--- config.mk ---
export PLATFORM = sky130hd
export DESIGN_NAME = comp_ctrl
export DESIGN_NICKNAME = d
export VERILOG_FILES = /design/src/comp_channel.sv /design/src/comp_ctrl.sv
export SDC_FILE = /design/constraint.sdc
export NUM_CORES = 1
export LEC_CHECK = 0
export ABC_AREA = 1
export BUFFER_PORTS_ARGS = -buffer_cell sky130_fd_sc_hd__buf_2
export CAP_MARGIN = 20
export CORE_ASPECT_RATIO = 2
export CORE_MARGIN = 3
export CORE_UTILIZATION = 54
export DETAILED_ROUTE_END_ITERATION = 7
export GPL_ROUTABILITY_DRIVEN = 0
export PLACE_DENSITY_LB_ADDON = 0.15
export SYNTH_ARGS = -nofsm -noshare
export SYNTH_HDL_FRONTEND = slang
export SYNTH_HIERARCHICAL = 1
export SYNTH_SLANG_ARGS = --single-unit
--- constraint.sdc ---
create_clock -name aclk -period 3.3 [get_ports aclk]
set_clock_uncertainty 0.2 [all_clocks]
set_input_delay 0.165 -clock aclk [delete_from_list [all_inputs] [get_ports aclk]]
set_output_delay 0.165 -clock aclk [all_outputs]
set_load 0.005 [all_outputs]
--- src/comp_channel.sv ---
// comparator package plus one comparator channel: sync, edge detect, event pulses
// assumes the raw comparator output is asynchronous to aclk
`default_nettype none

package comp_pkg;
  // register byte offsets
  localparam logic [7:0] OFS_MIS    = 8'h00;
  localparam logic [7:0] OFS_RIS    = 8'h04;
  localparam logic [7:0] OFS_INTEN  = 8'h08;
  localparam logic [7:0] OFS_REFCTL = 8'h10;
  localparam logic [7:0] OFS_STAT0  = 8'h20;
  localparam logic [7:0] OFS_CTL0   = 8'h24;
  localparam logic [7:0] OFS_STAT1  = 8'h40;
  localparam logic [7:0] OFS_CTL1   = 8'h44;
  localparam int         NUM_CHAN   = 2;
  // control word fields
  localparam int CTL_INV   = 1;
  localparam int CTL_ISEN  = 2;
  localparam int CTL_ISLV  = 4;
  localparam int CTL_TSEN  = 5;
  localparam int CTL_TSLV  = 7;
  localparam int CTL_SRC   = 9;
  localparam int CTL_TEN   = 11;
  localparam int CTL_OEN   = 12;
  localparam int STAT_VAL  = 1;
  localparam int REF_LVL   = 0;
  localparam int REF_RNG   = 8;
  localparam int REF_EN    = 9;
  // sense codes
  localparam logic [1:0] SENSE_LEVEL = 2'h0;
  localparam logic [1:0] SENSE_FALL  = 2'h1;
  localparam logic [1:0] SENSE_RISE  = 2'h2;
  localparam logic [1:0] SENSE_BOTH  = 2'h3;
  // positive source codes
  localparam logic [1:0] SRC_CODE_A  = 2'h0;
  localparam logic [1:0] SRC_CODE_B  = 2'h1;
  localparam logic [1:0] SRC_CODE_R  = 2'h2;
  localparam logic [1:0] RESP_OKAY   = 2'h0;
  localparam logic [1:0] RESP_SLVERR = 2'h2;

  typedef enum logic [2:0] {SRC_NONE, SRC_OWN_POS, SRC_SHARED_PIN, SRC_ZERO_POS, SRC_REF}
    pos_src_type;

  typedef struct packed {
    logic       pin_oe;
    logic       trig_en;
    logic [1:0] src;
    logic       trig_lvl;
    logic [1:0] trig_sense;
    logic       irq_lvl;
    logic [1:0] irq_sense;
    logic       invert;
  } chan_ctl_type;

  typedef struct packed {
    logic       en;
    logic       rng;
    logic [3:0] level;
  } ref_ctl_type;

  function automatic chan_ctl_type ctl_unpack(input logic [31:0] w);
    chan_ctl_type c;
    c.pin_oe     = w[CTL_OEN];
    c.trig_en    = w[CTL_TEN];
    c.src        = w[CTL_SRC +: 2];
    c.trig_lvl   = w[CTL_TSLV];
    c.trig_sense = w[CTL_TSEN +: 2];
    c.irq_lvl    = w[CTL_ISLV];
    c.irq_sense  = w[CTL_ISEN +: 2];
    c.invert     = w[CTL_INV];
    return c;
  endfunction

  function automatic logic [31:0] ctl_pack(input chan_ctl_type c);
    logic [31:0] w;
    w                 = '0;
    w[CTL_OEN]        = c.pin_oe;
    w[CTL_TEN]        = c.trig_en;
    w[CTL_SRC +: 2]   = c.src;
    w[CTL_TSLV]       = c.trig_lvl;
    w[CTL_TSEN +: 2]  = c.trig_sense;
    w[CTL_ISLV]       = c.irq_lvl;
    w[CTL_ISEN +: 2]  = c.irq_sense;
    w[CTL_INV]        = c.invert;
    return w;
  endfunction
endpackage

module comp_channel
  import comp_pkg::*;
(
  // clock and reset
  input  wire logic   aclk,
  input  wire logic   aresetn,
  // analog side and control
  input  wire logic   raw_result,
  input  wire chan_ctl_type ctl,
  // results
  output logic        value,
  output logic        irq_event,
  output logic        trig_event
);
  logic s1_q, s2_q, s3_q, s1_d, s2_d, s3_d;
  logic irq_d, irq_q, trig_d, trig_q;

  // shared by irq and trigger paths, each with its own sense settings
  function automatic logic sense_hit(input logic [1:0] sense, input logic lvl,
                                     input logic prev, input logic cur);
    unique case (sense)
      SENSE_LEVEL: return cur == lvl;
      SENSE_FALL:  return prev && !cur;
      SENSE_RISE:  return !prev && cur;
      SENSE_BOTH:  return prev != cur;
    endcase
  endfunction

  always_comb
  begin
    s1_d   = raw_result;
    s2_d   = s1_q;
    s3_d   = s2_q;
    // RULE12 edges are taken from the second and third stage only
    irq_d  = sense_hit(ctl.irq_sense, ctl.irq_lvl, s3_q, s2_q); // RULE3
    trig_d = ctl.trig_en && sense_hit(ctl.trig_sense, ctl.trig_lvl, s3_q, s2_q); // RULE3
  end

  always_ff @(posedge aclk)
  begin
    if (!aresetn)
    begin
      s1_q   <= 1'b0;
      s2_q   <= 1'b0;
      s3_q   <= 1'b0;
      irq_q  <= 1'b0;
      trig_q <= 1'b0;
    end
    else
    begin
      s1_q   <= s1_d;
      s2_q   <= s2_d;
      s3_q   <= s3_d;
      irq_q  <= irq_d;
      trig_q <= trig_d;
    end
  end

  // 1 means negative input below positive input, passed uninverted
  assign value      = s2_q; // RULE1
  assign irq_event  = irq_q;
  assign trig_event = trig_q;
endmodule

`default_nettype wire

--- src/comp_ctrl.sv ---
// top of the dual comparator control: AXI4-Lite registers, source select, pin, triggers
// assumes the analog comparators, source muxes and reference ladder sit outside
//
// The implementer's own choices: the register offsets and register access over AXI4-Lite.
`default_nettype none

// Summary of operation
// RULE1: result is 1 when negative input is below positive input, else 0.
// RULE2: two independent channels, each with own source, status and events.
// RULE3: interrupt and ADC trigger events use separate sense settings per channel.
// RULE4: channel 0 codes 00/01 pick own positive pin, 10 the reference, 11 reserved.
// RULE5: channel 1 codes 00 shared pin, 01 channel 0 positive pin, 10 reference.
// RULE6: negative input is always the channel's own negative pin.
// RULE7: only channel 0 can drive a result pin; channel 1 has none.
// RULE8: the shared pin serves as output or channel 1 input, never both; not enforced here, left to software.
// RULE9: results also drive the pin and ADC triggers besides interrupts.
// RULE10: masked status, raw status and enable registers; one reference control.
// RULE11: writing 1 to a masked status bit clears that pending interrupt.
// RULE12: results are synchronised first; masked status is raw AND enable.
module comp_ctrl
  import comp_pkg::*;
(
  // clock and reset
  input  wire logic          aclk,
  input  wire logic          aresetn,
  // AXI4-Lite write
  input  wire logic          awvalid,
  output logic               awready,
  input  wire logic [7:0]    awaddr,
  input  wire logic          wvalid,
  output logic               wready,
  input  wire logic [31:0]   wdata,
  input  wire logic [3:0]    wstrb,
  output logic               bvalid,
  input  wire logic          bready,
  output logic [1:0]         bresp,
  // AXI4-Lite read
  input  wire logic          arvalid,
  output logic               arready,
  input  wire logic [7:0]    araddr,
  output logic               rvalid,
  input  wire logic          rready,
  output logic [31:0]        rdata,
  output logic [1:0]         rresp,
  // analog side
  input  wire logic [1:0]    compare_result,
  output pos_src_type        positive_source_select [NUM_CHAN],
  output ref_ctl_type        reference_control_reg,
  // pins, triggers, interrupt
  output logic               comp_zero_out_pin,
  output logic               comp_zero_out_oe,
  output logic [1:0]         adc_trigger,
  output logic               irq
);
  chan_ctl_type ctl_q [NUM_CHAN];
  chan_ctl_type ctl_d [NUM_CHAN];
  pos_src_type  sel_q [NUM_CHAN];
  pos_src_type  sel_d [NUM_CHAN];
  ref_ctl_type  ref_q, ref_d;
  logic [1:0]   ris_q, ris_d, inten_q, inten_d;
  logic [1:0]   val, irq_ev, trig_ev;
  logic         irq_q, irq_d, pin_q, pin_d, oe_q, oe_d;
  logic [1:0]   trig_q, trig_d;
  logic         awrdy_q, awrdy_d, bvalid_q, bvalid_d, arrdy_q, arrdy_d, rvalid_q, rvalid_d;
  logic [1:0]   bresp_q, bresp_d, rresp_q, rresp_d;
  logic [31:0]  rdata_q, rdata_d, wmask, rword;
  logic         wr_go, rd_go, rd_hit, wr_hit;

  // two independent channels
  for (genvar i = 0; i < NUM_CHAN; i++)
  begin : g_chan
    comp_channel u_chan (
      .aclk       (aclk),
      .aresetn    (aresetn),
      .raw_result (compare_result[i]),
      .ctl        (ctl_q[i]),
      .value      (val[i]),
      .irq_event  (irq_ev[i]),
      .trig_event (trig_ev[i])
    ); // RULE2
  end

  function automatic logic [31:0] strb_mask(input logic [3:0] s);
    logic [31:0] m;
    m = '0;
    for (int b = 0; b < 4; b++)
      m[b*8 +: 8] = {8{s[b]}};
    return m;
  endfunction

  // address decode for the unmapped-address answer on both reads and writes
  function automatic logic reg_known(input logic [7:0] a);
    return a == OFS_MIS || a == OFS_RIS || a == OFS_INTEN || a == OFS_REFCTL ||
           a == OFS_STAT0 || a == OFS_CTL0 || a == OFS_STAT1 || a == OFS_CTL1;
  endfunction

  function automatic pos_src_type decode_src(input int ch, input logic [1:0] code);
    // negative input has no select path: always the channel's own pin (RULE6)
    if (code == SRC_CODE_R)
      return SRC_REF; // RULE4
    if (ch == 0)
      return (code == SRC_CODE_A || code == SRC_CODE_B) ? SRC_OWN_POS : SRC_NONE; // RULE4
    if (code == SRC_CODE_A)
      return SRC_SHARED_PIN; // RULE5
    if (code == SRC_CODE_B)
      return SRC_ZERO_POS; // RULE5
    return SRC_NONE;
  endfunction

  // bus handshakes: address and data are taken together, one cycle of ready
  always_comb
  begin
    wr_go    = awrdy_q && awvalid && wvalid;
    rd_go    = arrdy_q && arvalid;
    wr_hit   = reg_known(awaddr);
    rd_hit   = reg_known(araddr);
    wmask    = strb_mask(wstrb);
    awrdy_d  = awvalid && wvalid && !awrdy_q && !bvalid_q;
    arrdy_d  = arvalid && !arrdy_q && !rvalid_q;
    bvalid_d = wr_go || (bvalid_q && !bready);
    bresp_d  = wr_go ? (wr_hit ? RESP_OKAY : RESP_SLVERR) : bresp_q;
    rvalid_d = rd_go || (rvalid_q && !rready);
    rresp_d  = rd_go ? (rd_hit ? RESP_OKAY : RESP_SLVERR) : rresp_q;
    rword    = '0;
    unique case (araddr)
      OFS_MIS:    rword[1:0] = ris_q & inten_q; // RULE12
      OFS_RIS:    rword[1:0] = ris_q;
      OFS_INTEN:  rword[1:0] = inten_q;
      OFS_REFCTL:
      begin
        rword[REF_EN]          = ref_q.en;
        rword[REF_RNG]         = ref_q.rng;
        rword[REF_LVL +: 4]    = ref_q.level;
      end
      OFS_STAT0:  rword[STAT_VAL] = val[0]; // RULE1
      OFS_CTL0:   rword = ctl_pack(ctl_q[0]);
      OFS_STAT1:  rword[STAT_VAL] = val[1];
      OFS_CTL1:   rword = ctl_pack(ctl_q[1]);
      default:    rword = '0;
    endcase
    rdata_d  = rd_go ? rword : rdata_q;
  end

  // register file, status, interrupt and pin outputs
  always_comb
  begin
    ctl_d   = ctl_q;
    ref_d   = ref_q;
    inten_d = inten_q;
    ris_d   = ris_q;
    if (wr_go)
    begin
      unique case (awaddr)
        OFS_MIS:    ris_d = ris_q & ~(wdata[1:0] & wmask[1:0] & inten_q); // RULE11
        OFS_INTEN:  inten_d = (inten_q & ~wmask[1:0]) | (wdata[1:0] & wmask[1:0]); // RULE10
        OFS_REFCTL: ref_d = {(wmask[REF_EN]  ? wdata[REF_EN]  : ref_q.en),
                             (wmask[REF_RNG] ? wdata[REF_RNG] : ref_q.rng),
                             (wmask[REF_LVL] ? wdata[REF_LVL +: 4] : ref_q.level)}; // RULE10
        OFS_CTL0:   ctl_d[0] = ctl_unpack((ctl_pack(ctl_q[0]) & ~wmask) | (wdata & wmask));
        OFS_CTL1:   ctl_d[1] = ctl_unpack((ctl_pack(ctl_q[1]) & ~wmask) | (wdata & wmask));
        default:    ris_d = ris_q;
      endcase
    end
    // channel 1 has no pin, so its output enable never matters
    ctl_d[1].pin_oe = 1'b0; // RULE7
    // new events win over a same-cycle clear
    ris_d   = ris_d | irq_ev; // RULE12
    irq_d   = |(ris_d & inten_d); // RULE12
    for (int i = 0; i < NUM_CHAN; i++)
      sel_d[i] = decode_src(i, ctl_d[i].src);
    pin_d   = val[0] ^ ctl_q[0].invert; // RULE9
    // software keeps the shared pin to one use; we only drive when told (RULE8)
    oe_d    = ctl_q[0].pin_oe; // RULE7
    trig_d  = trig_ev; // RULE9
  end

  always_ff @(posedge aclk)
  begin
    if (!aresetn)
    begin
      for (int i = 0; i < NUM_CHAN; i++)
      begin
        ctl_q[i] <= '0;
        sel_q[i] <= SRC_OWN_POS;
      end
      ref_q    <= '0;
      ris_q    <= '0;
      inten_q  <= '0;
      irq_q    <= 1'b0;
      pin_q    <= 1'b0;
      oe_q     <= 1'b0;
      trig_q   <= '0;
      awrdy_q  <= 1'b0;
      arrdy_q  <= 1'b0;
      bvalid_q <= 1'b0;
      rvalid_q <= 1'b0;
      bresp_q  <= RESP_OKAY;
      rresp_q  <= RESP_OKAY;
      rdata_q  <= '0;
    end
    else
    begin
      ctl_q    <= ctl_d;
      sel_q    <= sel_d;
      ref_q    <= ref_d;
      ris_q    <= ris_d;
      inten_q  <= inten_d;
      irq_q    <= irq_d;
      pin_q    <= pin_d;
      oe_q     <= oe_d;
      trig_q   <= trig_d;
      awrdy_q  <= awrdy_d;
      arrdy_q  <= arrdy_d;
      bvalid_q <= bvalid_d;
      rvalid_q <= rvalid_d;
      bresp_q  <= bresp_d;
      rresp_q  <= rresp_d;
      rdata_q  <= rdata_d;
    end
  end

  assign awready                = awrdy_q;
  assign wready                 = awrdy_q;
  assign bvalid                 = bvalid_q;
  assign bresp                  = bresp_q;
  assign arready                = arrdy_q;
  assign rvalid                 = rvalid_q;
  assign rresp                  = rresp_q;
  assign rdata                  = rdata_q;
  assign positive_source_select = sel_q;
  assign reference_control_reg  = ref_q;
  assign comp_zero_out_pin      = pin_q;
  assign comp_zero_out_oe       = oe_q;
  assign adc_trigger            = trig_q;
  assign irq                    = irq_q;
endmodule

`default_nettype wire

# [Yosys cells after proc, flatten, opt, wreduce, memory -nomap -nowiden]
# Index checks and enable logic that the tools add are counted.
[word_totals] regBits=93 output_inout_bits=58
[op_classes] reduce_logical=56 bitwise=17 n_mux=48 eq_ne=36
[ops] operator="$and 13x13->13" n=3
[ops] operator="$mux 3" n=12
[ops] operator="$eq 8x6->1 const B" n=4
[ops] operator="$eq 8x7->1 const B" n=4
[ops] operator="$or 13x13->13" n=2
[ops] operator="$eq 2x2->1 const B" n=10
[ops] operator="$mux 20" n=1
[ops] operator="$pmux 1 s4" n=5
[ops] operator="$logic_or 1x1->1" n=17
[ops] operator="$eq 8x3->1 const B" n=2
[ops] operator="$eq 8x4->1 const B" n=2
[ops] operator="$eq 8x5->1 const B" n=2
[ops] operator="$logic_and 1x1->1" n=16
[ops] operator="$logic_not 8->1" n=2
[ops] operator="$mux 1" n=16
[ops] operator="$mux 2" n=7
[ops] operator="$not 13->13" n=1
[ops] operator="$and 2x2->2" n=6
[ops] operator="$eq 2x1->1 const B" n=6
[ops] operator="$logic_not 2->1" n=6
[ops] operator="$pmux 2 s3" n=2
[ops] operator="$mux 11" n=1
[ops] operator="$logic_not 1->1" n=10
[ops] operator="$mux 9" n=1
[ops] operator="other kinds (11)" n=19

# [Depth between registers and ports, before layout]
# Gate-level depths: netlist of the first run.
[depth] depth_word=17 depth_mapped=10 ltp_nobuf=10

# [Modules after synthesis]
# Netlist of the first run, hierarchy kept.
[modules_own_cells] mod="comp_ctrl" seq_area_each_um2=1201.2 cells_each=394 instances=1 area_per_inst_um2=2832.7
[modules_own_cells] mod="comp_channel" seq_area_each_um2=100.1 cells_each=44 instances=2 area_per_inst_um2=276.5

# [Worst setup path before layout of the first run]
# OpenSTA, ideal clock, no wires.
[synth_timing] kind="register to register" from="register awrdy_q (netlist: awready)" to="register ris_q[0]" n_path_buf=0 setup_slack_ps=1862 arrival_time_ps=1123 stages_incl_launch_ff=8 cell_sequence="dfxtp_1 > nand3_2 > inv_2 > nand2_2 > nor2_1 > nand3_1 > a21o_1 > and2_1"
[synth_via] elab_chain_len=4
[synth_lines] element="start, declared" line="comp_ctrl.sv:64" source="logic awrdy_q, awrdy_d, bvalid_q, bvalid_d, arrdy_q, arrdy_d, rvalid_q, rvalid_d;"
[synth_lines] element="start signal, assigned" line="comp_ctrl.sv:212" source="awrdy_q <= awrdy_d;"
[synth_lines] element="$logic_and 1x1->1 (2 in a row)" line="comp_ctrl.sv:113" source="wr_go = awrdy_q && awvalid && wvalid;"
[synth_lines] element="$mux 2" line="comp_ctrl.sv:151" source="if (wr_go)"
[synth_lines] element="$or 2x2->2" line="comp_ctrl.sv:167" source="ris_d = ris_d | irq_ev;"
[synth_lines] element="end signal, assigned" line="comp_ctrl.sv:206" source="ris_q <= ris_d;"
[synth_lines] element="end, declared" line="comp_ctrl.sv:60" source="logic [1:0] ris_q, ris_d, inten_q, inten_d;"
# Every way passes these cells.
# A chain may end at the register's enable or synchronous reset.

# [Worst setup path in the final report of the first run]
[layout_timing] from="input port arvalid" to="register rdata_q[10] (netlist: rdata[10])"
[layout_via] elab_chain_len=1
[layout_lines] element="start, declared" line="comp_ctrl.sv:38" source="input wire logic arvalid,"
[layout_lines] element="$logic_and 1x1->1" line="comp_ctrl.sv:114" source="rd_go = arrdy_q && arvalid;"
[layout_lines] element="end signal, assigned" line="comp_ctrl.sv:218" source="rdata_q <= rdata_d;"
[layout_lines] element="end, declared" line="comp_ctrl.sv:66" source="logic [31:0] rdata_q, rdata_d, wmask, rword;"
# Every way passes these cells.

==> results of run 1 <==
[cells in the mapped netlist (all sizes together), types with 2 or more instances]
library cell  count  area (um^2)
a21oi            36          188
o221ai            5         43.8
nand3            25          135
clkbuf            5         18.8
nor3              5         35.0
ha                4         50.1
a21o              2         15.0
o21ai            33          173
nand2           115          449
o211ai            4         35.0
buf              28          205
nor2             52          245
inv              88          330
nand4             3         18.8
dfxtp            70         1400
[what timing repair did]
| action | 4_1_cts | 5_1_grt |
|---|---|---|
| hold buffers | 21 | 0 |
| endpoints found under the hold margin | 35 | 0 |
| gates resized for setup | 0 | 0 |
| setup endpoints to repair | 0 | 0 |
[per-layer routing]
layer,track usage (%),vias up,part of all wire [%]
met1,24.6,1463,36
met3,6.92,7,5.1
li1,-,1650,-
met5,0,-,0
met2,44.2,87,58
met4,8.50,0,0.97
[stage by stage]
step / instance area [um^2] / std cells / utilization [%] / setup WS (ps) / power [W]
6_report: 4290 / 667 / 70.9 / 1320 / 0.00214
3_3_place_gp: 3730 / 630 / 61.6 / 1470 / 0.00101
2_1_floorplan: 3460 / 503 / - / 1860 / 0.000978
5_1_grt: 4290 / 667 / 70.9 / 1120 / 0.00221
3_5_place_dp: 3730 / 630 / 61.6 / 1420 / 0.00102
4_1_cts: 4290 / 667 / 70.9 / 1310 / 0.00215
[cell type report]
class | instances | share of cell area [%]
multi-input cells | 311 | 35.1
flip-flops and latches | 70 | 32.6
repair buffers | 97 | 13.8
inverters | 89 | 7.78
clock buffers | 10 | 5.57
clock inverters | 6 | 2.71
well taps | 84 | 2.45
[tightest hold or removal path: stages]
cell     delay, ps
buf_2           90
inv_1           70
nor3_2          60
a21oi_1        130
[power groups by stage]
stage                     Sequential (W)  Combinational [W]  Clock [W]
final                           0.000872           0.000145    0.00112
after global routing            0.000873           0.000166    0.00117
after CTS                       0.000872           0.000144    0.00114
after detailed placement        0.000890           0.000126          0
after global placement          0.000890           0.000123          0
after floorplan                 0.000889          0.0000887          0
[kinds of logic (layout without fill, tap and decap cells)]
kind of cell,count (synthesis),count (layout)
AOI/OAI and AO/OA,81,81
DFF,70,70
buffers and inverters,122,202
xor gates and xnor gates,1,1
other,1,22
adders and majority gates,4,4
and+or+nand+nor,203,203
[worst max path at each step]
stage,endpoint,slack [ps],depth (start not counted)
3_3_place_gp,rdata[7],1470,5
6_report,rdata[10],1320,7
4_1_cts,rdata[7],1310,7
2_1_floorplan,ris_q[0],1860,7
3_5_place_dp,rdata[10],1420,5
5_1_grt,rdata[7],1120,7
[layout by cell type, fill, tap and decap left out]
cell type,count
o211ai_2,1
inv_1,76
nand2_2,7
a21oi_1,34
nand3_2,2
bufinv_16,3
nor4_1,1
nand3b_1,1
clkbuf_16,9
nand4_1,3
buf_4,1
nor2_2,8
a21o_1,2
inv_6,1
nor3_2,2
buf_2,75
nor2_4,4
conb_1,22
dlygate4sd3_1,21
xnor2_1,1
inv_2,12
clkinv_1,1
o22ai_1,1
nor2_1,40
o21ai_0,23
o221ai_1,5
and2_1,1
ha_1,4
nand2_1,108
nor3_1,3
a21oi_2,2
clkinv_4,2
clkbuf_8,1
o21ai_2,2
dfxtp_1,70
o21ai_1,8
o211ai_1,3
nand3_1,23
==> impl.org, run 1 <==
** Status
- The flow ran to the end, and the final reports show no timing, DRC or antenna violations.

** Setup path
- Cell family contributing the most delay on the critical path :: buffers and inverters
- The largest single stage delay on the critical path is 560 ps.
- Required arrival time at the worst endpoint :: 3320 ps
- The slowest stage of the critical path belongs to the cell inv_1.
- Worst reg-to-reg path cell count :: 5
- Of all nets on the critical path, the largest fanout is 23.
- Together, buffers and inverters on the worst path number 4.
- The startpoint identified for the worst register-to-register timing path is arready.
- The setup path with the least slack is of type primary input to flop.
- CP most frequent cell :: inv_1
- The worst register-to-register path ends at rdata[10].
- The most critical setup path has its startpoint at arvalid.
- The critical path goes through dlygate4sd3_1 > buf_2 > nand2_1 > inv_1 > o21ai_0 > o221ai_1 > inv_1.
- Crit path arrival time :: 2000 ps
- CP endpoint kind :: flop
- For flop-to-flop paths, the worst setup slack is 1420 ps.
- The worst setup path is launched from a primary input.

** Timing
- Ratio of final minimum period to clock period :: between 50% and 60%
- Setup repair after global routing left no endpoint under its margin.
- Headroom to the max-slew limit came out at about 44%.
- Total negative slack for setup checks :: 0 ps
- Final setup violating endpoints :: 0
- Based on the critical path, the design can be clocked at up to between 500 and 600 MHz.
- Hold WS :: 30.5 ps
- The count of final hold-check violations was 0.
- Counting I/O delays and the setup requirement, the final critical path takes 1980 ps.
- Number of max-slew violations in the final report :: 0
- At the pin with the least slew margin, the transition time is 837 ps.

** Global routing
- After global routing the overflow that remains totals 0.
- The via count of the first global-routing pass is 3105.
- Maximum number of pins on one net before global-route repair :: 46
- Aggregate global-route resource usage :: 24.4%
- The number of antenna violations at the first check in global routing is 0.
- Global-route wire length before repair :: 13600 um

** Drt
- The first detailed-routing pass ran for 4 iterations.
- The final route contains about 3200 vias.
- After detailed routing, the total wire length is ~8000 um.
- Detail-routed net length per standard cell :: 12.4 um
- The first routing iteration left between 150 and 200 violations.
- For this run, design rule violations remaining after detail routing come to 0.
- Once detail routing completed, the nets flagged for antenna violations numbered 0.
- After detailed routing, the number of vias per cell comes to between 4 and 5.

** Power and ir drop
- Power per unit of standard cell area :: around 500 mW/mm^2
- Of the total power, combinational logic draws 6.8%.
- Portion of total power attributed to sequential cells :: about two fifths
- Maximum resistive drop on vdd :: approximately 0.36 mV
- Switching power share of the total :: around a fifth
- Summed over all nets, the switching power comes to 0.000448 W.
- Summed over all cells, the static leakage comes to 2.16 nW.
- Cell internal power was estimated by the tool at 0.00169 W.
- The clock network is responsible for 52.4% of the overall power.

** Floorplanning
- Overall die area :: 0.00731 mm^2
- Die H :: approximately 120 um
- Chip Width :: 62.0 um
- The floorplan step defined a core boundary enclosing 0.00606 mm^2.
- The floorplan has 40 rows.
- In this run the count of I/O pins placed on the die edge is about 120.
- Effective utilization at floorplan :: 55.9%

** Logic synthesis
- Cell count after synthesis :: 482
- After synthesis the cells add up to 0.00339 mm^2.
- Combinational family with the most area after synthesis :: simple AND/OR/NAND/NOR gates
- Simple-gate share of the synthesized area :: 26.7%
- Synthesized area per cell :: roughly 7 um^2
- Warning count from the yosys run :: 6
- Sequential-to-total area share from yosys stat :: 41.4%
- Among all flip-flop cells after synthesis, the most frequent one is dfxtp_1.
- XOR/XNOR Fraction of Synth Area :: 0.259%
- Of the total synthesized cell area, the portion taken by full adders, half adders and majority gates is 1.48%.
- Count of cell types in the netlist :: 35
- The synthesized design contains 0 enable-type register cells.
- Synth Register Bits :: 70
- In the synthesized netlist, mux cells make up 0% of the area.
- The synthesized netlist devotes between 10% and 20% of its cell area to compound gates.
- Counting flops with an async set or reset pin after synthesis yields a share of 0%.

** Layout
- Final-layout fill cell count :: 562
- From synthesis to final layout, the design area changed by 26.8%.
- In the final layout, the multi-input gates occupy between 0.0015 and 0.002 mm^2.
- Share of post-route cells with drive strength above 1 :: 22.6%
- Storage cell area :: 0.00140 mm^2
- The number of antenna diodes in the final layout is 0.
- At the end of the flow, the number of nets in the layout was 643.

** Clock network
- Number of clock sinks seen by CTS :: 70
- The clock passes through at most 2 buffers.
- Counting the buffers created by CTS gives 9.
- Clock latency on the worst-skew pair, taken at its later pin, is roughly 330 ps.
- Clock-pin slew was measured on the worst setup and hold paths at 60 ps.
- H-tree level count :: 3
- Setup repair bufs after CTS :: 0
- TritonCTS built the clock tree.
- The tree is rooted in a clkbuf_16.

** Worst hold path
- The worst hold path passes through 4 cells.
- Hold path startpoint :: wstrb[1]
- Worst Hold Path EP :: reference_control_reg[5]
- In this run the worst hold path is classified as primary input to flop.

** Flow run
- Number of max-cap violations :: 0

** Place
- Port Buffer Count :: 75
- Half-perimeter wire length after placement :: 6060 um
Note: power is estimated with default switching activity, not from simulation.
==> run 2: changes to the inputs <==
Settings changed: CORE_UTILIZATION 54 to 50.
Clock period 3.3 ns to 2 ns, I/O delays scaled along.
==> run 2 against run 1 <==
  * Setup slack worse by 1200 ps
  * Count of clock-buffer cells in the layout unchanged
  * Combinational power up 72%
  * Final cell count up 0.90%
  * Critical endpoint is now reference_control_reg[5]
==> impl.org, run 2 (synthesis results as in run 1) <==
** Clock network
- Clock tree root buffer cell :: clkbuf_16
- The clock buffer count from CTS was 9 (unchanged).
- The sink count of the clock tree came to 70 (unchanged).
- H-tree level count :: 3 (unchanged)
- The maximum buffer depth of the clock tree was 2 (unchanged).
- TritonCTS clock tree :: done
- Clock-pin transition on the worst setup and hold timing paths :: 50 ps (about the same)
- Worst skew pair latency :: 340 ps (about the same)
- The post-CTS setup-driven buffer insertion count came to 0 (unchanged).

** Drt
- The number of vias in the routed layout is 3206 (-0.031%).
- Vias per cell :: 4.76 (-0.92%)
- Detail-routed net length per standard cell :: 12.7 um (+2.6%)
- Detailed Route WL :: 8540 um (+3.6%)
- The remaining design rule violation count is 0 (unchanged).
- The number of iterations in the first detailed-routing pass came to 4 (unchanged).
- Residual antenna-violating net count after detailed routing :: 0 (unchanged)
- The starting DRC count in detailed routing was 187 (+14%).

** Setup path
- Master of the slowest instance on the critical path :: dlygate4sd3_1
- By startpoint and endpoint, the worst setup path is classified as primary input to flop.
- The data arrival time of the critical path came to 1990 ps (about the same).
- CP most frequent cell :: dlygate4sd3_1
- Critical Path Source Type :: primary input
- Delay of the slowest critical-path stage :: 560 ps (about the same)
- Max Fanout on Critical Path :: 4 (-83%)
- Ordered cell list for the critical path :: dlygate4sd3_1 > buf_2 > nand3_2 > nor3_4 > o21ai_0 > a21oi_1 > dlygate4sd3_1
- STA classifies the critical path endpoint as a flop.
- The required time reported for the critical path endpoint is 2080 ps (-1240 ps).

** Power and ir drop
- The maximum vdd drop is 0.565 mV (+59%).
- The total power consumption of the routed design is 0.00310 W (+45%).
- The total leakage power was 2.15 nW (-0.28%).
- Power per unit of standard cell area :: 728 mW/mm^2 (+46%)

** Timing
- Worst Max-Slew Pin Slew :: 823 ps (-14.0 ps)
- Number of max-slew violations in the final report :: 0 (unchanged)
- The post-route worst setup slack was 82.5 ps (-1240 ps).
- Total negative slack for setup checks :: 0 ps (unchanged)
- Dividing the final minimum period by the clock period gives between 90 and 100%.
- The setup-violating endpoint count in the final report came to 0 (unchanged).
- The count of final hold-check violations was 0 (unchanged).
- Timing would allow up to 522 MHz.
- The worst path needs roughly 1900 ps of the cycle, external delays included.
- The worst relative slew slack is 45.0% (+0.93 points).
- Setup repair after global routing missed its margin :: false

** Layout
- In the layout the commonest cells are nand2_1, inv_1, buf_2.
- Leaving out fill and tap cells, the most frequent cell in the layout is nand2_1.
- The multi-input gate area in the final layout was 0.00151 mm^2 (+0.42%).
- Area of all placed cells without fillers :: 0.00426 mm^2 (-0.70%)
- The count of fill cells added during filler insertion is 630 (+12%).
- Share of post-route cells with drive strength above 1 :: 22.7% (about the same)
- The final layout net count came to 649 (+0.93%).
- The count of inserted antenna diode cells is 0 (unchanged).
- Post-route core utilization :: 66.0% (-4.9 points)
- The area taken by flip-flops and latches came to 0.00140 mm^2 (unchanged).
- Growth of design area from synthesis to finish :: 25.9%

** Floorplanning
- Overall die area :: 0.00785 mm^2 (+7.4%)
- The effective utilization at floorplan is 52.4% (-3.5 points).
- The floorplan core area is 0.00646 mm^2 (+6.7%).
- Die H :: 122 um (+3.7%)
- Chip Width :: 64.2 um (+3.5%)
- Number of standard-cell rows in the floorplan :: 41 (+2.5%)
- Top-level I/O count :: 119 (unchanged)

** Global routing
- The final global-route overflow total is 0 (unchanged).
- The first-pass GRT wire length was 13800 um (+2.0%).
- The global-route usage over all layers came to 23.2% (-1.2 points).
- Initial antenna violation count :: 0 (unchanged)
- Vias in the first global route :: 3088 (-0.55%)
- The maximum number of pins on one net before global-route repair was 46 (unchanged).

** Worst hold path
- Classification of the worst-slack hold path :: primary input to flop

** Flow run
- The number of max-cap violations was 0 (unchanged).

** Place
- The instance area after placement came to 0.00375 mm^2 (+0.67%).
- The worst setup timing slack at the placement stage is 275 ps (-1140 ps).
- Half-perimeter wire length after placement :: 6280 um (+3.5%)
- Port Buffer Count :: 75 (unchanged)

** Status
- The flow ran to the end, and the final reports show no timing, DRC or antenna violations.
run 2: metal layers:
layer | vias up | wire length (um) | part of all wire [%] | GRT usage (%)
li1 | 1656 | - | - | -
met1 | 1424 | 2990 | 35 | 23.3
met2 | 107 | 4860 | 57 | 42.8
met3 | 19 | 431 | 5.0 | 5.59
met4 | 0 | 248 | 2.9 | 12.5
met5 | - | 0 | 0 | 0
run 2: final cells by class:
class / instances / share of cell area [%]
clock inverters: 4 / 0.587
inverters: 89 / 7.83
repair buffers: 103 / 15.1
multi-input cells: 311 / 35.4
clock buffers: 10 / 5.60
well taps: 86 / 2.52
flip-flops and latches: 70 / 32.9
run 2: path summary, 6_finish.rpt:
path                               from                       end  slack (ps)  depth (start not counted)
setup / recovery                 wvalid  reference_control_reg[5]          80                          7
hold / removal                awaddr[3]                inten_q[0]           8                          5
setup reg to reg                awready  reference_control_reg[5]          90                          5
hold reg to reg   g_chan[0].u_chan/s1_q    g_chan[0].u_chan/value         220                          2
run 2: power breakdown:
| group | total, W | switching [W] | internal (W) |
|---|---|---|---|
| clock network | 0.00142 | 0.000563 | 0.000852 |
| logic | 0.000249 | 0.000141 | 0.000108 |
| registers | 0.00144 | 0.0000156 | 0.00142 |
run 2: stage by stage:
stage          cells  hold slack, ps
6_report         673            8.08
5_1_grt          673            40.9
4_1_cts          673            4.36
3_5_place_dp     635            82.2
3_3_place_gp     635            78.1
2_1_floorplan    503           -6.55
run 2: what timing repair did:
item                       in CTS  in global routing
gates resized for setup         0                  1
hold endpoints to repair       41                  0
setup endpoints to repair       0                  1
hold buffers                   24                  0
run 2: worst max-delay path, delay by kind of cell:
kind                   cells  cell delay (ps)
buffers and inverters      3             1200
and+or+nand+nor            2              420
AOI/OAI and AO/OA          2              280
==> run 3: changes to the inputs <==
Settings changed: GPL_TIMING_DRIVEN set to 0, SYNTH_HIERARCHICAL 1 to unset.
==> run 3 against run 2 <==
  * First-iteration DRC count shrank 34%
  * Die area shrank 2.2%
  * Design area grew 3.7%
  * Sequential power is essentially flat
  * Count of clock-buffer cells in the layout grew 1
  * Utilization grew 3.5 points
  * Register-to-register slack gained 40 ps
  * Area after synthesis shrank 2.4%
  * Global-route usage grew 0.44 points
  * Non-clock buffer count grew 32
  * Power grew 5.6%
  * Highest routed layer unchanged
==> impl.org, run 3 <==
** Status
- Status :: completed

** Power and ir drop
- The switching part of the total power was 22.3% (-0.85 points).
- Maximum resistive drop on vdd :: 0.627 mV (+11%)
- Share of total power in combinational logic :: 8.7% (+0.7 points)
- The share of power burned in the clock network is 47.5% (+1.9 points).
- The total leakage power is 2.18 nW (+1.2%).
- The internal power of the cells is 0.00254 W (+6.8%).
- Net switching power :: 0.000732 W (+1.7%)
- The ratio of total power to cell area came to 741 mW/mm^2 (+1.8%).
- Portion of total power attributed to sequential cells :: 43.8% (-2.6 points)

** Drt
- Number of design rule violations left after detail routing :: 0 (unchanged)
- The average wire per standard cell is 13.1 um (+3.3%).
- Residual antenna-violating net count after detailed routing :: 0 (unchanged)
- The ratio of routed vias to standard cells is 4.78 (+0.33%).
- The total detailed-routing wirelength came to 8730 um (+2.3%).
- Total via count after detailed routing :: 3183 (-0.72%)
- The number of iterations in the first detailed-routing pass is 4 (unchanged).
- Iteration-0 DRC Markers :: 124 (-34%)

** Logic synthesis
- Summed over all instances, the cell type with the most area after synthesis is dfxtp_1.
- Post-synthesis async set-or-reset flop share :: 0% (unchanged)
- Primary FF master, synth :: dfxtp_1
- Netlist Area Pre-Place :: 0.00331 mm^2 (-2.4%)
- Counting instances in the post-synthesis netlist gives the leading cell types as nand2_1, dfxtp_1, inv_1.
- Number of synthesized flops with an enable pin :: 0 (unchanged)
- Sequential-to-total area share from yosys stat :: 42.4% (+1.0 points)
- Cell count after synthesis :: 443 (-8.1%)
- The number of distinct standard cells referenced by the synthesized netlist came to 37 (+5.7%).
- Main area contributors after synthesis :: dfxtp_1, nand2_1, a21oi_1, inv_1, buf_4
- The flip-flop and latch count after synthesis came to 70 (unchanged).
- The area share of the largest cell type after synthesis came to 42.4% (+1.0 points).
- The most common cell in the synthesized netlist is nand2_1.
- The Yosys warning count is 0 (-6).
- Synthesized area per cell :: 7.46 um^2 (+6.2%)

** Layout
- Commonest cells after routing, fill and taps aside :: buf_2, nand2_1, dfxtp_1
- Growth of design area from synthesis to finish :: 33.8%
- Antenna Diode Count :: 0 (unchanged)
- The area taken by flip-flops and latches is 0.00140 mm^2 (about the same).
- Most common cell after layout, fill and taps aside :: buf_2
- The final layout net count came to 641 (-1.2%).
- Area of all placed cells without fillers :: 0.00442 mm^2 (+3.7%)
- The proportion of layout cells with a drive suffix above 1 came to 27.6% (+4.9 points).
- Total area of multi-input combinational cells :: 0.00149 mm^2 (-1.2%)
- Final-layout fill cell count :: 592 (-6.0%)

** Setup path
- Required arrival time at the worst endpoint :: 2020 ps (-60 ps)
- CP endpoint kind :: flop
- Critical Setup Path Class :: primary input to flop
- Critical Path Source Type :: primary input
- The data arrival time of the critical path was 1930 ps (-60 ps).
- The largest fanout on the critical path is 4 (unchanged).

** Floorplanning
- The floorplan core area was 0.00636 mm^2 (-1.6%).
- Top-level I/O count :: 119 (unchanged)
- Overall die area :: 0.00768 mm^2 (-2.2%)
- The floorplan die height came to 121 um (-1.1%).
- Effective utilization at floorplan :: 52.0% (-0.41 points)
- Number of standard-cell rows in the floorplan :: 41 (unchanged)
- Chip Width :: 63.5 um (-1.1%)

** Flow run
- Number of max-cap violations :: 0 (unchanged)

** Global routing
- The first-pass GRT wire length was 13900 um (+0.35%).
- Remaining global-route overflow :: 0 (unchanged)
- Vias in the first global route :: 3120 (+1.0%)
- Initial antenna violation count :: 0 (unchanged)
- Maximum number of pins on one net before global-route repair :: 12 (-74%)
- The global-route usage over all layers is 23.6% (+0.44 points).

** Timing
- The highest clock rate was 521 MHz (about the same).
- The clock period minus final worst setup slack came to 1920 ps (+0.620 ps).
- The transition at the pin with the smallest max-transition slack came to 602 ps (-221 ps).
- Slew margin rel. :: 59.8% (+15 points)
- Ratio of final minimum period to clock period :: 95.9% (about the same)
- Setup repair after global routing missed its margin :: false
- The count of final max-slew check failures was 0 (unchanged).
- The setup-violating endpoint count in the final report is 0 (unchanged).
- Total negative slack for setup checks :: 0 ps (unchanged)
- Number of hold-slack violations in the final timing report :: 0 (unchanged)

** Clock network
- The count of H-tree levels built during CTS is 3 (unchanged).
- The insertion delay of the later-clocked pin in the worst-skew pair was 330 ps (about the same).
- In this run the clock root is driven by a clkbuf_16.
- The clock buffer count from CTS is 9 (unchanged).
- The register clock-pin slew on the reported worst setup and hold paths is 50 ps (about the same).
- TritonCTS built the clock tree.
- The sink count of the clock tree came to 70 (unchanged).
- The maximum buffer depth of the clock tree was 2 (unchanged).

** Place
- Port Buffer Count :: 75 (unchanged)
- Cell Area, Placed :: 0.00387 mm^2 (+3.0%)
- Half-perimeter wire length after placement :: 6410 um (+2.1%)

** Worst hold path
- Classification of the worst-slack hold path :: primary input to flop
==> run 3: cell count changes after synthesis, moves of 3 or more <==
cell	previous run	this run
nand3_1	23	18
inv_1	76	57
a21oi_1	34	43
nand2_1	108	73
nor2_2	8	5
o22ai_1	1	6
o221ai_1	5	0
nand4_1	3	0
o21ai_0	23	31
o21ai_1	8	11
==> run 3: stage by stage <==
step           hold slack (ps)  cells  power, W  utilization (%)  setup slack (ps)
6_report                  14.0    666   0.00328             69.5              81.9
5_1_grt                   33.9    666   0.00338             69.5              24.0
4_1_cts                   5.15    666   0.00328             69.5              43.0
3_5_place_dp              86.9    625   0.00171             60.8               399
3_3_place_gp              80.8    625   0.00170             60.8               429
2_1_floorplan            -2.37    464   0.00161                -               553
==> run 3: final cells by class <==
class | count | share of cell area (%)
Buffer | 34 | 5.26
Sequential cell | 70 | 31.7
Clock inverter | 4 | 1.08
Tap cell | 86 | 2.43
Timing Repair Buffer | 101 | 14.4
Multi-Input combinational cell | 291 | 33.8
Clock buffer | 11 | 5.49
Inverter | 69 | 5.86
==> run 3: routing by layer <==
layer	wire (um)	GRT usage, %
met3	369	5.38
met4	174	9.74
met5	0	0
met1	3120	22.4
met2	5060	46.6
==> run 3: logic make-up after synthesis <==
family / count (synthesis) / synth area share (%)
simple gates: 159 / 23.0
compound gates: 104 / 17.6
buf+inv: 103 / 14.9
flops: 70 / 42.4
fa+ha+maj: 4 / 1.51
xor+xnor: 2 / 0.530
other cells: 1 / 0.113
==> run 3: timing repair <==
action | 4_1_cts | 5_1_grt
hold buffers | 26 | 1
hold endpoints to repair | 43 | 3
resized for setup | 0 | 3
buffers inserted | 0 | 0
setup endpoints to repair | 0 | 4
==> run 3: final timing paths <==
| kind | from | to | slack, ps | depth (start not counted) |
|---|---|---|---|---|
| setup / recovery | awvalid | flop | 80 | 8 |
| hold reg to reg | g_chan[0].u_chan.s1_q | g_chan[0].u_chan.value | 210 | 2 |
| setup reg to reg | awready | flop | 130 | 6 |
| hold / removal | wvalid | bresp[1] | 10 | 4 |
==> run 3: worst max-delay path, cell delays in order <==
cell	delay [ps]
dlygate4sd3_1	530
buf_2	120
nand3_2	110
inv_2	110
nand3_1	170
o21ai_1	170
a21oi_1	60
dlygate4sd3_1	560
==> run 3: power groups by stage <==
stage	combinational [W]	clock, W	sequential [W]
2_1_floorplan	0.000145	0	0.00146
3_3_place_gp	0.000238	0	0.00146
3_5_place_dp	0.000242	0	0.00146
4_1_cts	0.000278	0.00157	0.00143
5_1_grt	0.000317	0.00163	0.00144
6_report	0.000284	0.00156	0.00144
